**src/fbg_pkg.sv**
```systemverilog
// Package with the constants, field layouts and state carriers of the flash boot partition guard.
package fbg_pkg;
  localparam int unsigned FBG_PC_W = 15;
  localparam int unsigned FBG_Z_W = 16;
  localparam int unsigned FBG_PAGE_W = 8;
  localparam int unsigned FBG_WORD_W = 7;
  localparam int unsigned FBG_Z_PAGE_LSB = 8;
  localparam int unsigned FBG_Z_WORD_LSB = 1;
  localparam int unsigned FBG_Z_BYTE_SEL = 0;
  localparam int unsigned FBG_LOCK_W = 6;
  localparam int unsigned FBG_IDX_W = 6;
  localparam logic [FBG_PC_W-1:0] FBG_BOOT_START_11 = 15'h7E00;
  localparam logic [FBG_PC_W-1:0] FBG_BOOT_START_10 = 15'h7C00;
  localparam logic [FBG_PC_W-1:0] FBG_BOOT_START_01 = 15'h7800;
  localparam logic [FBG_PC_W-1:0] FBG_BOOT_START_00 = 15'h7000;
  localparam logic [FBG_PC_W-1:0] FBG_FLASH_TOP = 15'h7FFF;
  localparam logic [FBG_PC_W-1:0] FBG_EXCL_LO = 15'h3800;
  localparam logic [FBG_PC_W-1:0] FBG_EXCL_HI = 15'h3FFF;
  localparam logic [31:0] FBG_OFS_CFG = 32'h0000_0000;
  localparam logic [31:0] FBG_OFS_LOCK = 32'h0000_0004;
  localparam logic [31:0] FBG_OFS_ERASE = 32'h0000_0008;
  localparam logic [31:0] FBG_OFS_STAT = 32'h0000_000C;
  localparam int unsigned FBG_CFG_SZ_LO = 0;
  localparam int unsigned FBG_CFG_SZ_HI = 1;
  localparam int unsigned FBG_CFG_IVSEL = 2;
  localparam int unsigned FBG_ERASE_GO = 0;
  localparam int unsigned FBG_LK_GEN_LO = 0;
  localparam int unsigned FBG_LK_GEN_HI = 1;
  localparam int unsigned FBG_LK_APP_WR = 2;
  localparam int unsigned FBG_LK_APP_RD = 3;
  localparam int unsigned FBG_LK_BOOT_WR = 4;
  localparam int unsigned FBG_LK_BOOT_RD = 5;
  localparam logic [1:0] FBG_LK_UNUSED = 2'h3;
  localparam logic [FBG_LOCK_W-1:0] FBG_LOCK_RST = 6'h3F;
  localparam logic [1:0] FBG_BOOTSZ_RST = 2'h0;
  localparam logic FBG_IVSEL_RST = 1'b0;
  localparam logic [7:0] FBG_BLOCKED_BYTE = 8'hFF;

  typedef struct packed {
    logic [1:0] bootsz;
    logic ivsel;
    logic wr_pend;
    logic [FBG_IDX_W-1:0] wr_idx;
    logic [31:0] rdata;
    logic spm_done;
    logic spm_ok;
    logic [FBG_PAGE_W-1:0] page;
    logic [FBG_WORD_W-1:0] word;
    logic excl;
    logic lpm_done;
    logic [7:0] lpm_byte;
    logic irq_off;
  } fbg_main_s;

  typedef struct packed {
    logic [FBG_LOCK_W-1:0] lock;
  } fbg_lock_s;
endpackage : fbg_pkg

```
**src/fbg_lock_store.sv**
```systemverilog
// Nonvolatile lock bit store: programming only clears bits, chip erase sets them all.
`timescale 1ns/10ps
module fbg_lock_store (
  input wire logic i_clk,
  input wire logic i_rst_n,
  input wire logic i_prog_we,
  input wire logic [fbg_pkg::FBG_LOCK_W-1:0] i_prog_data,
  input wire logic i_boot_frozen,
  input wire logic i_chip_erase,
  output logic [fbg_pkg::FBG_LOCK_W-1:0] o_lock
);
  import fbg_pkg::*;
  fbg_lock_s s_r;
  fbg_lock_s s_nxt;
  logic [FBG_LOCK_W-1:0] keep;

  always_comb begin
    s_nxt = s_r;
    keep = '0;
    if (i_chip_erase) begin
      s_nxt.lock = FBG_LOCK_RST;
    end else if (i_prog_we) begin
      // Application and boot guard bits, 5:2, stay as they are while both general bits are programmed.
      keep[FBG_LK_BOOT_RD:FBG_LK_APP_WR] = {4{i_boot_frozen}};
      s_nxt.lock = s_r.lock & (i_prog_data | keep);
    end
  end

  always_ff @(posedge i_clk or negedge i_rst_n) begin
    if (!i_rst_n) begin
      s_r <= '{lock: FBG_LOCK_RST};
    end else begin
      s_r <= s_nxt;
    end
  end

  assign o_lock = s_r.lock;
endmodule : fbg_lock_store

```
**src/fbg_guard.sv**
```systemverilog
// Boot partition decode, self-programming address split and lock bit protection with an AHB-Lite slave.
//
// Operation
// - Boot size from two size bits: 512, 1024, 2048 or 4096 words.
// - Boot section ends at 0x7FFF; its start is the boot reset address.
// - All boundaries and sizes count 16-bit words.
// - 0x3800-0x3FFF is the exclusive region, below and above it the concurrent region.
// - Program counter is 15 bits; its top bit maps to pointer bit 15.
// - Pages hold 128 words; word in page is pointer bits 7 to 1.
// - Page erase and write take the page from pointer bits 15 to 8.
// - Pointer bit 0 is zero for stores and selects the byte for loads.
// - Six lock bits, 1 unprogrammed, 0 programmed, reset to unprogrammed.
// - Only chip erase returns lock bits to 1.
// - Lock byte: boot pair 5:4, application pair 3:2, general pair 1:0, 7:6 read 1.
// - General bits both unprogrammed put no limit on the programmer.
// - General low bit programmed stops programming and fuse changes, keeps verify.
// - Both general bits programmed stop verify too and freeze boot lock bits.
// - Application write guard blocks stores into the application section.
// - Application read guard blocks loads from boot code into application section.
// - With it, vectors in boot section mask interrupts while running application code.
// - Boot write guard blocks stores into the boot section.
// - Boot read guard blocks loads from application code into boot section.
// - With it, vectors in application section mask interrupts while running boot code.
`timescale 1ns/10ps
module fbg_guard (
  input wire logic i_clk,
  input wire logic i_rst_n,
  input wire logic i_hsel,
  input wire logic [31:0] i_haddr,
  input wire logic [1:0] i_htrans,
  input wire logic i_hwrite,
  input wire logic [2:0] i_hsize,
  input wire logic [31:0] i_hwdata,
  input wire logic i_hready,
  output logic [31:0] o_hrdata,
  output logic o_hreadyout,
  output logic o_hresp,
  input wire logic [fbg_pkg::FBG_PC_W-1:0] i_pc,
  input wire logic [fbg_pkg::FBG_Z_W-1:0] i_zptr,
  input wire logic i_spm_req,
  input wire logic i_lpm_req,
  input wire logic [15:0] i_flash_word,
  output logic o_spm_done,
  output logic o_spm_ok,
  output logic [fbg_pkg::FBG_PAGE_W-1:0] o_page_sel,
  output logic [fbg_pkg::FBG_WORD_W-1:0] o_word_sel,
  output logic o_excl_region,
  output logic o_lpm_done,
  output logic [7:0] o_lpm_byte,
  output logic o_irq_off,
  output logic [fbg_pkg::FBG_PC_W-1:0] o_boot_start,
  input wire logic i_prog_wr_req,
  input wire logic i_prog_rd_req,
  input wire logic i_prog_fuse_req,
  output logic o_prog_wr_ok,
  output logic o_prog_rd_ok,
  output logic o_prog_fuse_ok
);
  import fbg_pkg::*;

  fbg_main_s s_r;
  fbg_main_s s_nxt;
  logic [FBG_LOCK_W-1:0] lock;
  logic lock_we;
  logic erase_go;
  logic [FBG_PC_W-1:0] boot_start;
  logic [FBG_PC_W-1:0] tgt;
  logic boot_frozen;
  logic fuse_free;
  logic addr_ph;

  // Boot reset address for a size setting; the section always runs up to the top word.
  function automatic logic [FBG_PC_W-1:0] boot_start_of(input logic [1:0] sz);
    logic [FBG_PC_W-1:0] a;
    a = FBG_BOOT_START_00;
    unique case (sz)
      2'h3: a = FBG_BOOT_START_11;
      2'h2: a = FBG_BOOT_START_10;
      2'h1: a = FBG_BOOT_START_01;
      2'h0: a = FBG_BOOT_START_00;
    endcase
    return a;
  endfunction : boot_start_of

  // Word address inside the boot section; everything below lies in the application section.
  function automatic logic in_boot(input logic [FBG_PC_W-1:0] a, input logic [FBG_PC_W-1:0] bs);
    return (a >= bs) && (a <= FBG_FLASH_TOP);
  endfunction : in_boot

  assign boot_start = boot_start_of(s_r.bootsz);
  // Pointer bit 0 is dropped, so the target is a word address.
  assign tgt = i_zptr[FBG_Z_W-1:FBG_Z_WORD_LSB];
  assign boot_frozen = !lock[FBG_LK_GEN_HI] && !lock[FBG_LK_GEN_LO];
  assign fuse_free = lock[FBG_LK_GEN_LO];
  assign addr_ph = i_hsel && i_htrans[1] && i_hready;

  // Register file decode, bus side.
  function automatic logic [31:0] reg_read(input logic [FBG_IDX_W-1:0] idx, input fbg_main_s st,
                                           input logic [FBG_LOCK_W-1:0] lk, input logic [FBG_PC_W-1:0] bs);
    logic [31:0] d;
    d = 32'h0000_0000;
    if (idx == FBG_OFS_CFG[FBG_IDX_W+1:2]) begin
      d[FBG_CFG_SZ_HI:FBG_CFG_SZ_LO] = st.bootsz;
      d[FBG_CFG_IVSEL] = st.ivsel;
    end else if (idx == FBG_OFS_LOCK[FBG_IDX_W+1:2]) begin
      d[7:0] = {FBG_LK_UNUSED, lk};
    end else if (idx == FBG_OFS_STAT[FBG_IDX_W+1:2]) begin
      d[FBG_PC_W-1:0] = bs;
    end
    return d;
  endfunction : reg_read

  always_comb begin
    s_nxt = s_r;
    s_nxt.spm_done = 1'b0;
    s_nxt.lpm_done = 1'b0;
    s_nxt.wr_pend = 1'b0;
    lock_we = 1'b0;
    erase_go = 1'b0;

    if (addr_ph) begin
      // Decode above the index bits too, so aliases read as zero and ignore writes.
      s_nxt.wr_pend = i_hwrite && (i_haddr[31:FBG_IDX_W+2] == '0);
      s_nxt.wr_idx = i_haddr[FBG_IDX_W+1:2];
      s_nxt.rdata = (i_haddr[31:FBG_IDX_W+2] == '0) ?
                    reg_read(i_haddr[FBG_IDX_W+1:2], s_r, lock, boot_start) : 32'h0000_0000;
    end

    if (s_r.wr_pend) begin
      if (s_r.wr_idx == FBG_OFS_CFG[FBG_IDX_W+1:2] && fuse_free) begin
        // The size bits act as fuses, so they freeze with the general low lock bit.
        s_nxt.bootsz = i_hwdata[FBG_CFG_SZ_HI:FBG_CFG_SZ_LO];
        s_nxt.ivsel = i_hwdata[FBG_CFG_IVSEL];
      end
      lock_we = (s_r.wr_idx == FBG_OFS_LOCK[FBG_IDX_W+1:2]);
      erase_go = (s_r.wr_idx == FBG_OFS_ERASE[FBG_IDX_W+1:2]) && i_hwdata[FBG_ERASE_GO];
    end

    if (i_spm_req) begin
      s_nxt.spm_done = 1'b1;
      // A blocked store is simply not granted; nothing else reports it.
      s_nxt.spm_ok = in_boot(tgt, boot_start) ? lock[FBG_LK_BOOT_WR] : lock[FBG_LK_APP_WR];
      s_nxt.page = i_zptr[FBG_Z_W-1:FBG_Z_PAGE_LSB];
      // The core must hold this field at zero for a page write; it is passed on unchanged.
      s_nxt.word = i_zptr[FBG_Z_PAGE_LSB-1:FBG_Z_WORD_LSB];
      s_nxt.excl = (tgt >= FBG_EXCL_LO) && (tgt <= FBG_EXCL_HI);
    end

    if (i_lpm_req) begin
      s_nxt.lpm_done = 1'b1;
      if (in_boot(i_pc, boot_start) && !in_boot(tgt, boot_start) && !lock[FBG_LK_APP_RD]) begin
        s_nxt.lpm_byte = FBG_BLOCKED_BYTE;
      end else if (!in_boot(i_pc, boot_start) && in_boot(tgt, boot_start) && !lock[FBG_LK_BOOT_RD]) begin
        s_nxt.lpm_byte = FBG_BLOCKED_BYTE;
      end else begin
        s_nxt.lpm_byte = i_zptr[FBG_Z_BYTE_SEL] ? i_flash_word[15:8] : i_flash_word[7:0];
      end
    end

    // The executing section is found from the program counter against the boot start.
    s_nxt.irq_off = (!lock[FBG_LK_APP_RD] && s_r.ivsel && !in_boot(i_pc, boot_start)) ||
                    (!lock[FBG_LK_BOOT_RD] && !s_r.ivsel && in_boot(i_pc, boot_start));
  end

  always_ff @(posedge i_clk or negedge i_rst_n) begin
    if (!i_rst_n) begin
      s_r <= '{bootsz: FBG_BOOTSZ_RST, ivsel: FBG_IVSEL_RST, lpm_byte: FBG_BLOCKED_BYTE, default: '0};
    end else begin
      s_r <= s_nxt;
    end
  end

  fbg_lock_store u_lock (
    .i_clk(i_clk),
    .i_rst_n(i_rst_n),
    .i_prog_we(lock_we),
    .i_prog_data(i_hwdata[FBG_LOCK_W-1:0]),
    .i_boot_frozen(boot_frozen),
    .i_chip_erase(erase_go),
    .o_lock(lock)
  );

  // Programmer grants. The general bits may always be programmed further, as the store ANDs.
  assign o_prog_wr_ok = i_prog_wr_req && lock[FBG_LK_GEN_LO];
  assign o_prog_rd_ok = i_prog_rd_req && !boot_frozen;
  assign o_prog_fuse_ok = i_prog_fuse_req && fuse_free;

  assign o_hrdata = s_r.rdata;
  assign o_hreadyout = 1'b1;
  assign o_hresp = 1'b0;
  assign o_spm_done = s_r.spm_done;
  assign o_spm_ok = s_r.spm_ok;
  assign o_page_sel = s_r.page;
  assign o_word_sel = s_r.word;
  assign o_excl_region = s_r.excl;
  assign o_lpm_done = s_r.lpm_done;
  assign o_lpm_byte = s_r.lpm_byte;
  assign o_irq_off = s_r.irq_off;
  assign o_boot_start = boot_start;
endmodule : fbg_guard

```
**config.mk**
```make
export PLATFORM = sky130hd
export DESIGN_NAME = fbg_guard
export DESIGN_NICKNAME = d
export VERILOG_FILES = /design/src/fbg_pkg.sv /design/src/fbg_lock_store.sv /design/src/fbg_guard.sv
export SDC_FILE = /design/constraint.sdc
export NUM_CORES = 1
export LEC_CHECK = 0
export BUFFER_PORTS_ARGS = -buffer_cell sky130_fd_sc_hd__buf_2
export CORE_ASPECT_RATIO = 1.2
export CORE_MARGIN = 3
export CORE_UTILIZATION = 39
export DETAILED_ROUTE_END_ITERATION = 10
export PLACE_DENSITY = 0.76
export SLEW_MARGIN = 20
export SYNTH_ARGS = -nofsm -noshare
export SYNTH_HDL_FRONTEND = slang
export SYNTH_HIERARCHICAL = 1
export SYNTH_SLANG_ARGS = --single-unit
```
**constraint.sdc**
```tcl
create_clock -name i_clk -period 2.1 [get_ports i_clk]
set_input_delay 0.105 -clock i_clk [delete_from_list [all_inputs] [get_ports i_clk]]
set_output_delay 0.105 -clock i_clk [all_outputs]
set_load 0.02 [all_outputs]
```
Yosys cells after proc, flatten, opt, wreduce, memory -nomap -nowiden
Index checks and enable logic that the tools add are counted.
Storage, ports and cells
  bits in registers: 76
  output and inout bits: 80
Operators by class
  $lt $le $gt $ge: 6
  equality and inequality tests: 7
  mux-type cells: 18
  bitwise operators: 2
  reductions and logical operators: 35
Operator list (count)
  one-hot mux 15 bit (4 select lines): 1
  two-way mux 39 bit: 1
  two-way mux 8 bit: 4
  >= comparator 15 bit: 2
  less-or-equal comparator 15 bit, second input constant: 2
  two-way mux 15 bit: 2
  logical NOT 24 bit: 1
  logical AND 1 bit: 20
  two-way mux 18 bit: 1
  >= comparator 15 x 14 -> 1 bit, second input constant: 1
  less-or-equal comparator 15 x 14 -> 1 bit, second input constant: 1
  equality test 6 x 1 -> 1 bit, second input constant: 2
  equality test 6 x 2 -> 1 bit, second input constant: 2
  logical NOT 6 bit: 2
  two-way mux 12 bit: 1
  two-way mux 6 bit: 2
  two-way mux 9 bit: 1
  logical NOT 1 bit: 8
  two-way mux 7 bit: 1
  AND 6 bit: 1
  bitwise OR 6 bit: 1
  equality test 2 bit, second input constant: 2
  two-way mux 1 bit: 3
  two-way mux 3 bit: 1
  5 further kinds: 5

Depth between registers and ports, before layout
  depth in word-level cells: 10
  mapped depth: 8

By module
Netlist, hierarchy kept.
Modules (own cells, without submodules)
  fbg_guard: times used 1, cells an instance 263, area each 2805.2 µm²
  fbg_lock_store: times used 1, cells an instance 24, area each 252.7 µm²

Worst setup path before layout
OpenSTA, ideal clock, no wires.
  path type: reg2reg
  start point: reg s_r[69] (netlist bit)
  end point: reg s_r (netlist bit o_lpm_byte[6])
  setup time: 90 ps
  data arrival time: 1831 ps
  required time: 2010 ps
  setup slack: 180 ps
  cell stages (with the launch flop): 8
  buffers on the path: 0
  path through: dfrtp_1 > nor2_1 > ha_1 > nor4bb_1 > and4_1 > a211o_1 > a22oi_2 > a21oi_1
On the way
  word-level cells in the longest chain between the ends: 9
  elaborated cells between the ends (all ways): 17
RTL lines
  from (decl): line fbg_guard.sv:61  | fbg_main_s s_r;
  from (signal assigned): line fbg_guard.sv:169  | s_r <= s_nxt;
  equality test 2 x 1 -> 1 bit, or another cell as far along: line fbg_guard.sv:76  | unique case (sz)
  one-hot mux 15 bit (4 select lines) *: line fbg_guard.sv:76
  >= comparator 15 bit: line fbg_guard.sv:87  | return (a >= bs) && (a <= FBG_FLASH_TOP);
  logical AND 1 bit: line fbg_guard.sv:87
  logical NOT 1 bit: line fbg_guard.sv:153  | end else if (!in_boot(i_pc, boot_start) && in_boot(tgt, boot_start) && !lock[FBG_LK_BOOT_RD]) begin
  logical AND 1 bit (2 in a row): line fbg_guard.sv:153
  two-way mux 8 bit: line fbg_guard.sv:153
  two-way mux 8 bit *: line fbg_guard.sv:151  | if (in_boot(i_pc, boot_start) && !in_boot(tgt, boot_start) && !lock[FBG_LK_APP_RD]) begin
Mark *: on every way between the ends. The rest lies on a longest branch, timed or not. The select of a mux whose other input is x is not followed.
A chain may end at the register's enable or synchronous reset.

Final worst setup path
Ends and elaborated chain as after synthesis.

==> summary.txt <==
STATUS
---------------------------------------------------------------------------------
Run status ......................................................... finished, final reports clean

GLOBAL ROUTING
---------------------------------------------------------------------------------
Wire length of the first global-routing pass .......................     10300 µm
Initial antenna violation count ....................................            0
Leftover overflow at the end of global routing .....................            0
Maximum number of pins on one net before global-route repair .......           56
Total global routing track utilization .............................        14.6%
Vias in the first global route .....................................         2176

LAYOUT
---------------------------------------------------------------------------------
Nets ...............................................................          529
Post-Layout Inst Area ..............................................     3640 µm²
Area added between synthesis and finish ............................        19.1%
Share of post-route cells with drive strength above 1 ..............        52.4%
Total inserted antenna cells .......................................            0

POWER
---------------------------------------------------------------------------------
P_leak .............................................................      1.90 nW
Sw frac ............................................................        29.2%
Peak supply drop ...................................................     0.374 mV
Clock network fraction of design power .............................        26.9%
Pint ...............................................................      1.56 mW
Power density cells ................................................   606 nW/µm²
Proportion of power drawn by flip-flops and latches ................        53.8%
Gate power share ...................................................        19.3%
Net switching component of the power ...............................     0.645 mW

YOSYS
---------------------------------------------------------------------------------
Synth Area in Compound Gates .......................................        7.32%
Top flip-flop cell by instance count after synthesis ...............      dfrtp_1
Simple-Gate Fraction of Synth Area .................................        13.5%
Area share of the leading cell type in the synthesized netlist .....        33.6%
Synth area leaders ................................................. dfrtp_1 34%, buf_4 17%, dfstp_2 12%
Adder and majority cell fraction of the synthesized area ...........        2.05%
Number of flip-flops and latches in the synthesized netlist ........           55
Sequential element share of the synthesized area ...................        45.6%
Area of the mapped netlist .........................................     3060 µm²
Total of warnings raised by yosys ..................................            6
Largest family of logic cells by synthesized area .................. buffers and inverters
Multiplexer area fraction after synthesis ..........................        12.4%
Number of different library cells in the post-synthesis netlist ....           45
Xor and xnor fraction of the mapped netlist area ...................           0%
Number of standard cells after synthesis ...........................          287
Post-synthesis cell type with the largest combined area ............      dfrtp_1
Number of enable flip-flop cells after synthesis ...................            0
Mean post-synth cell area ..........................................     10.7 µm²
Fraction of registers with async set or reset after synthesis ......         100%

ROUTE
---------------------------------------------------------------------------------
Routed via count divided by cell count .............................         4.76
Residual DRC count .................................................            0
Detailed Route Iter0 Violations ....................................           42
Count of TritonRoute iterations in the first routing pass ..........            4
Drt wl/cell ........................................................      14.0 µm
Remaining antenna violation count ..................................            0
Via count ..........................................................         2328
Final wirelength ...................................................      6870 µm

WORST SETUP PATH
---------------------------------------------------------------------------------
Length in cells of the worst reg-to-reg path .......................            8
CP Class ...........................................................   reg -> reg
Crit path capture type .............................................         flop
Worst setup SP type ................................................         flop
Data arrival time of the worst path ................................      2230 ps
Critical path peak fanout ..........................................            8
Required arrival time at the worst endpoint ........................      2340 ps

TIMING
---------------------------------------------------------------------------------
Upper clock frequency limit ........................................      502 MHz
Setup TNS ..........................................................         0 ps
Number of max-slew violations in the final report ..................            0
Clock period minus worst slack .....................................      1990 ps
Setup repair after global routing missed its margin ................           no
Period utilisation layout ..........................................        94.9%
Slack of the critical path .........................................       107 ps
Hold_ws ............................................................      27.3 ps
Worst Clk Skew .....................................................      11.9 ps
Final hold viol count ..............................................            0
Count of endpoints failing setup in the final report ...............            0
Worst slew slack as a fraction of its limit ........................        54.0%
Transition at the pin with the smallest max-transition slack .......       690 ps

CLOCKING
---------------------------------------------------------------------------------
H-tree depth reported by CTS .......................................            2
Source-to-sink clock delay at the later pin of the worst-skew pair .       310 ps
Total number of clock tree sinks ...................................           55
Total clock buffers created by CTS .................................            5
Buffers from clock root to sink, at most ...........................            2
CTS tree ...........................................................          yes
Clock Root Buffer ..................................................     clkbuf_8
Clock Pin Slew Worst Setup and Hold Paths ..........................       100 ps

PLACE
---------------------------------------------------------------------------------
Placer's final routability congestion estimate .....................        0.806
Post-DP HPWL .......................................................      5470 µm
Buffers on Ports ...................................................          141
Dpl ws .............................................................     -68.0 ps
Placement-stage cell area ..........................................     3470 µm²

DIE
---------------------------------------------------------------------------------
Die X ..............................................................      86.8 µm
Starting Density ...................................................        41.1%
Standard-cell row count ............................................           34
Area of the die ....................................................     8940 µm²
Vert. Die Dim ......................................................       103 µm
Placeable core area ................................................     7440 µm²
I/O Pins ...........................................................          206

RUN
---------------------------------------------------------------------------------
Max-Cap Viols ......................................................            0

MIN PATH
---------------------------------------------------------------------------------
Hold path cells ....................................................            2
Class of the tightest hold or removal check ........................    in -> reg

[synth_stat cells, types with 3 or more instances]
library cell,count
buf_4,70
dfrtp_1,41
mux2_2,23
nor2_1,20
a21oi_1,14
dfstp_2,14
nand2_1,14
mux2i_1,12
o21ai_0,10
nor4_1,8
inv_1,7
clkbuf_1,5
ha_1,5
a22o_1,3
and2_1,3
and4_1,3
nand2b_1,3
[critical path: stages, from the launching register on]
cell and delay, ps:
dfrtp_2 460, nor2_4 130, ha_1 260, nor4bb_2 190
and4_2 260, a211o_1 280, a22oi_2 130, buf_6 150
a21oi_1 70
[cell type report]
class	count	area, µm²
clock inverters	3	25.0
clock buffers	5	68.8
fillers	723	3800
multi-input cells	178	1220
well taps	90	113
inverters	7	26.3
repair buffers	151	790
flip-flops and latches	55	1400
[timing repair]
| item | in CTS | in global routing |
|---|---|---|
| endpoints found under the setup margin | 8 | 8 |
| hold endpoints to repair | 42 | 0 |
| pin swaps | 1 | 1 |
| buffers inserted | 1 | 2 |
| hold buffers | 2 | 0 |
| gates resized for setup | 0 | 9 |
[cell families after synthesis]
group / count (synthesis)
adders and majority gates: 5
buffers and inverters: 84
other: 2
DFF: 55
AOI/OAI and AO/OA: 36
and+or+nand+nor: 70
muxes: 35
[sequential cells by signal, summed over array words and instances (netlist names)]
register,count
o_page_sel,8
o_word_sel,7
o_excl_region,1
o_lpm_done,1
o_lpm_byte,8
o_spm_done,1
u_lock/o_lock,6
o_hrdata,11
s_r,10
o_spm_ok,1
o_irq_off,1
[layout by cell type, fill, tap and decap left out, types with 2 or more instances in the layout]
| master | n |
|---|---|
| dfstp_2 | 14 |
| nor4_1 | 8 |
| nand3b_1 | 2 |
| and2_1 | 3 |
| nand2b_1 | 3 |
| and4_1 | 2 |
| dfrtp_1 | 40 |
| mux2_2 | 23 |
| nand2_1 | 14 |
| inv_1 | 6 |
| a21o_2 | 2 |
| o21ai_0 | 10 |
| ha_1 | 5 |
| nor2_1 | 19 |
| nor3_1 | 2 |
| clkinv_4 | 2 |
| buf_2 | 141 |
| dlygate4sd3_1 | 2 |
| a22o_1 | 3 |
| buf_4 | 7 |
| clkbuf_8 | 5 |
| mux2i_1 | 12 |
| conb_1 | 32 |
| a21oi_1 | 14 |
[per-stage QoR]
step | instances | utilization [%] | power (mW)
after floorplan | 317 | - | 1.55
after global placement | 476 | 46.7 | 1.62
after detailed placement | 476 | 46.7 | 1.63
after CTS | 487 | 48.3 | 2.24
after global routing | 489 | 48.9 | 2.33
final | 489 | 48.9 | 2.21
[metal layers]
layer / up-vias / share of wire (%) / global-route usage, %
met1: 1113 / 39 / 18.0
met2: 103 / 53 / 25.5
met3: 5 / 8.2 / 3.76
li1: 1107 / - / -
met5: - / 0 / 0
met4: 0 / 0.54 / 3.48
[power by group through the flow]
stage | clock (mW) | sequential [mW] | combinational (mW)
3_3_place_gp | 0 | 1.20 | 0.414
6_report | 0.593 | 1.19 | 0.427
4_1_cts | 0.617 | 1.19 | 0.429
2_1_floorplan | 0 | 1.20 | 0.345
3_5_place_dp | 0 | 1.21 | 0.424
5_1_grt | 0.666 | 1.20 | 0.469
[path summary, 6_finish.rpt]
kind                       slack [ps]               startpoint                        end
max                               110      s_r[69]$_DFFE_PN0P_  o_lpm_byte[6]$_DFFE_PN1P_
min                                30                i_zptr[2]  o_word_sel[1]$_DFFE_PN0P_
max reg2reg                       110      s_r[69]$_DFFE_PN0P_  o_lpm_byte[6]$_DFFE_PN1P_
min reg2reg                       490  o_hrdata[1]$_DFFE_PN0P_    o_hrdata[1]$_DFFE_PN0P_
max in group asynchronous        1160                  i_rst_n        s_r[69]$_DFFE_PN0P_
min in group asynchronous         440                  i_rst_n    o_hrdata[7]$_DFFE_PN0P_
Note: power is estimated with default switching activity, not from simulation.
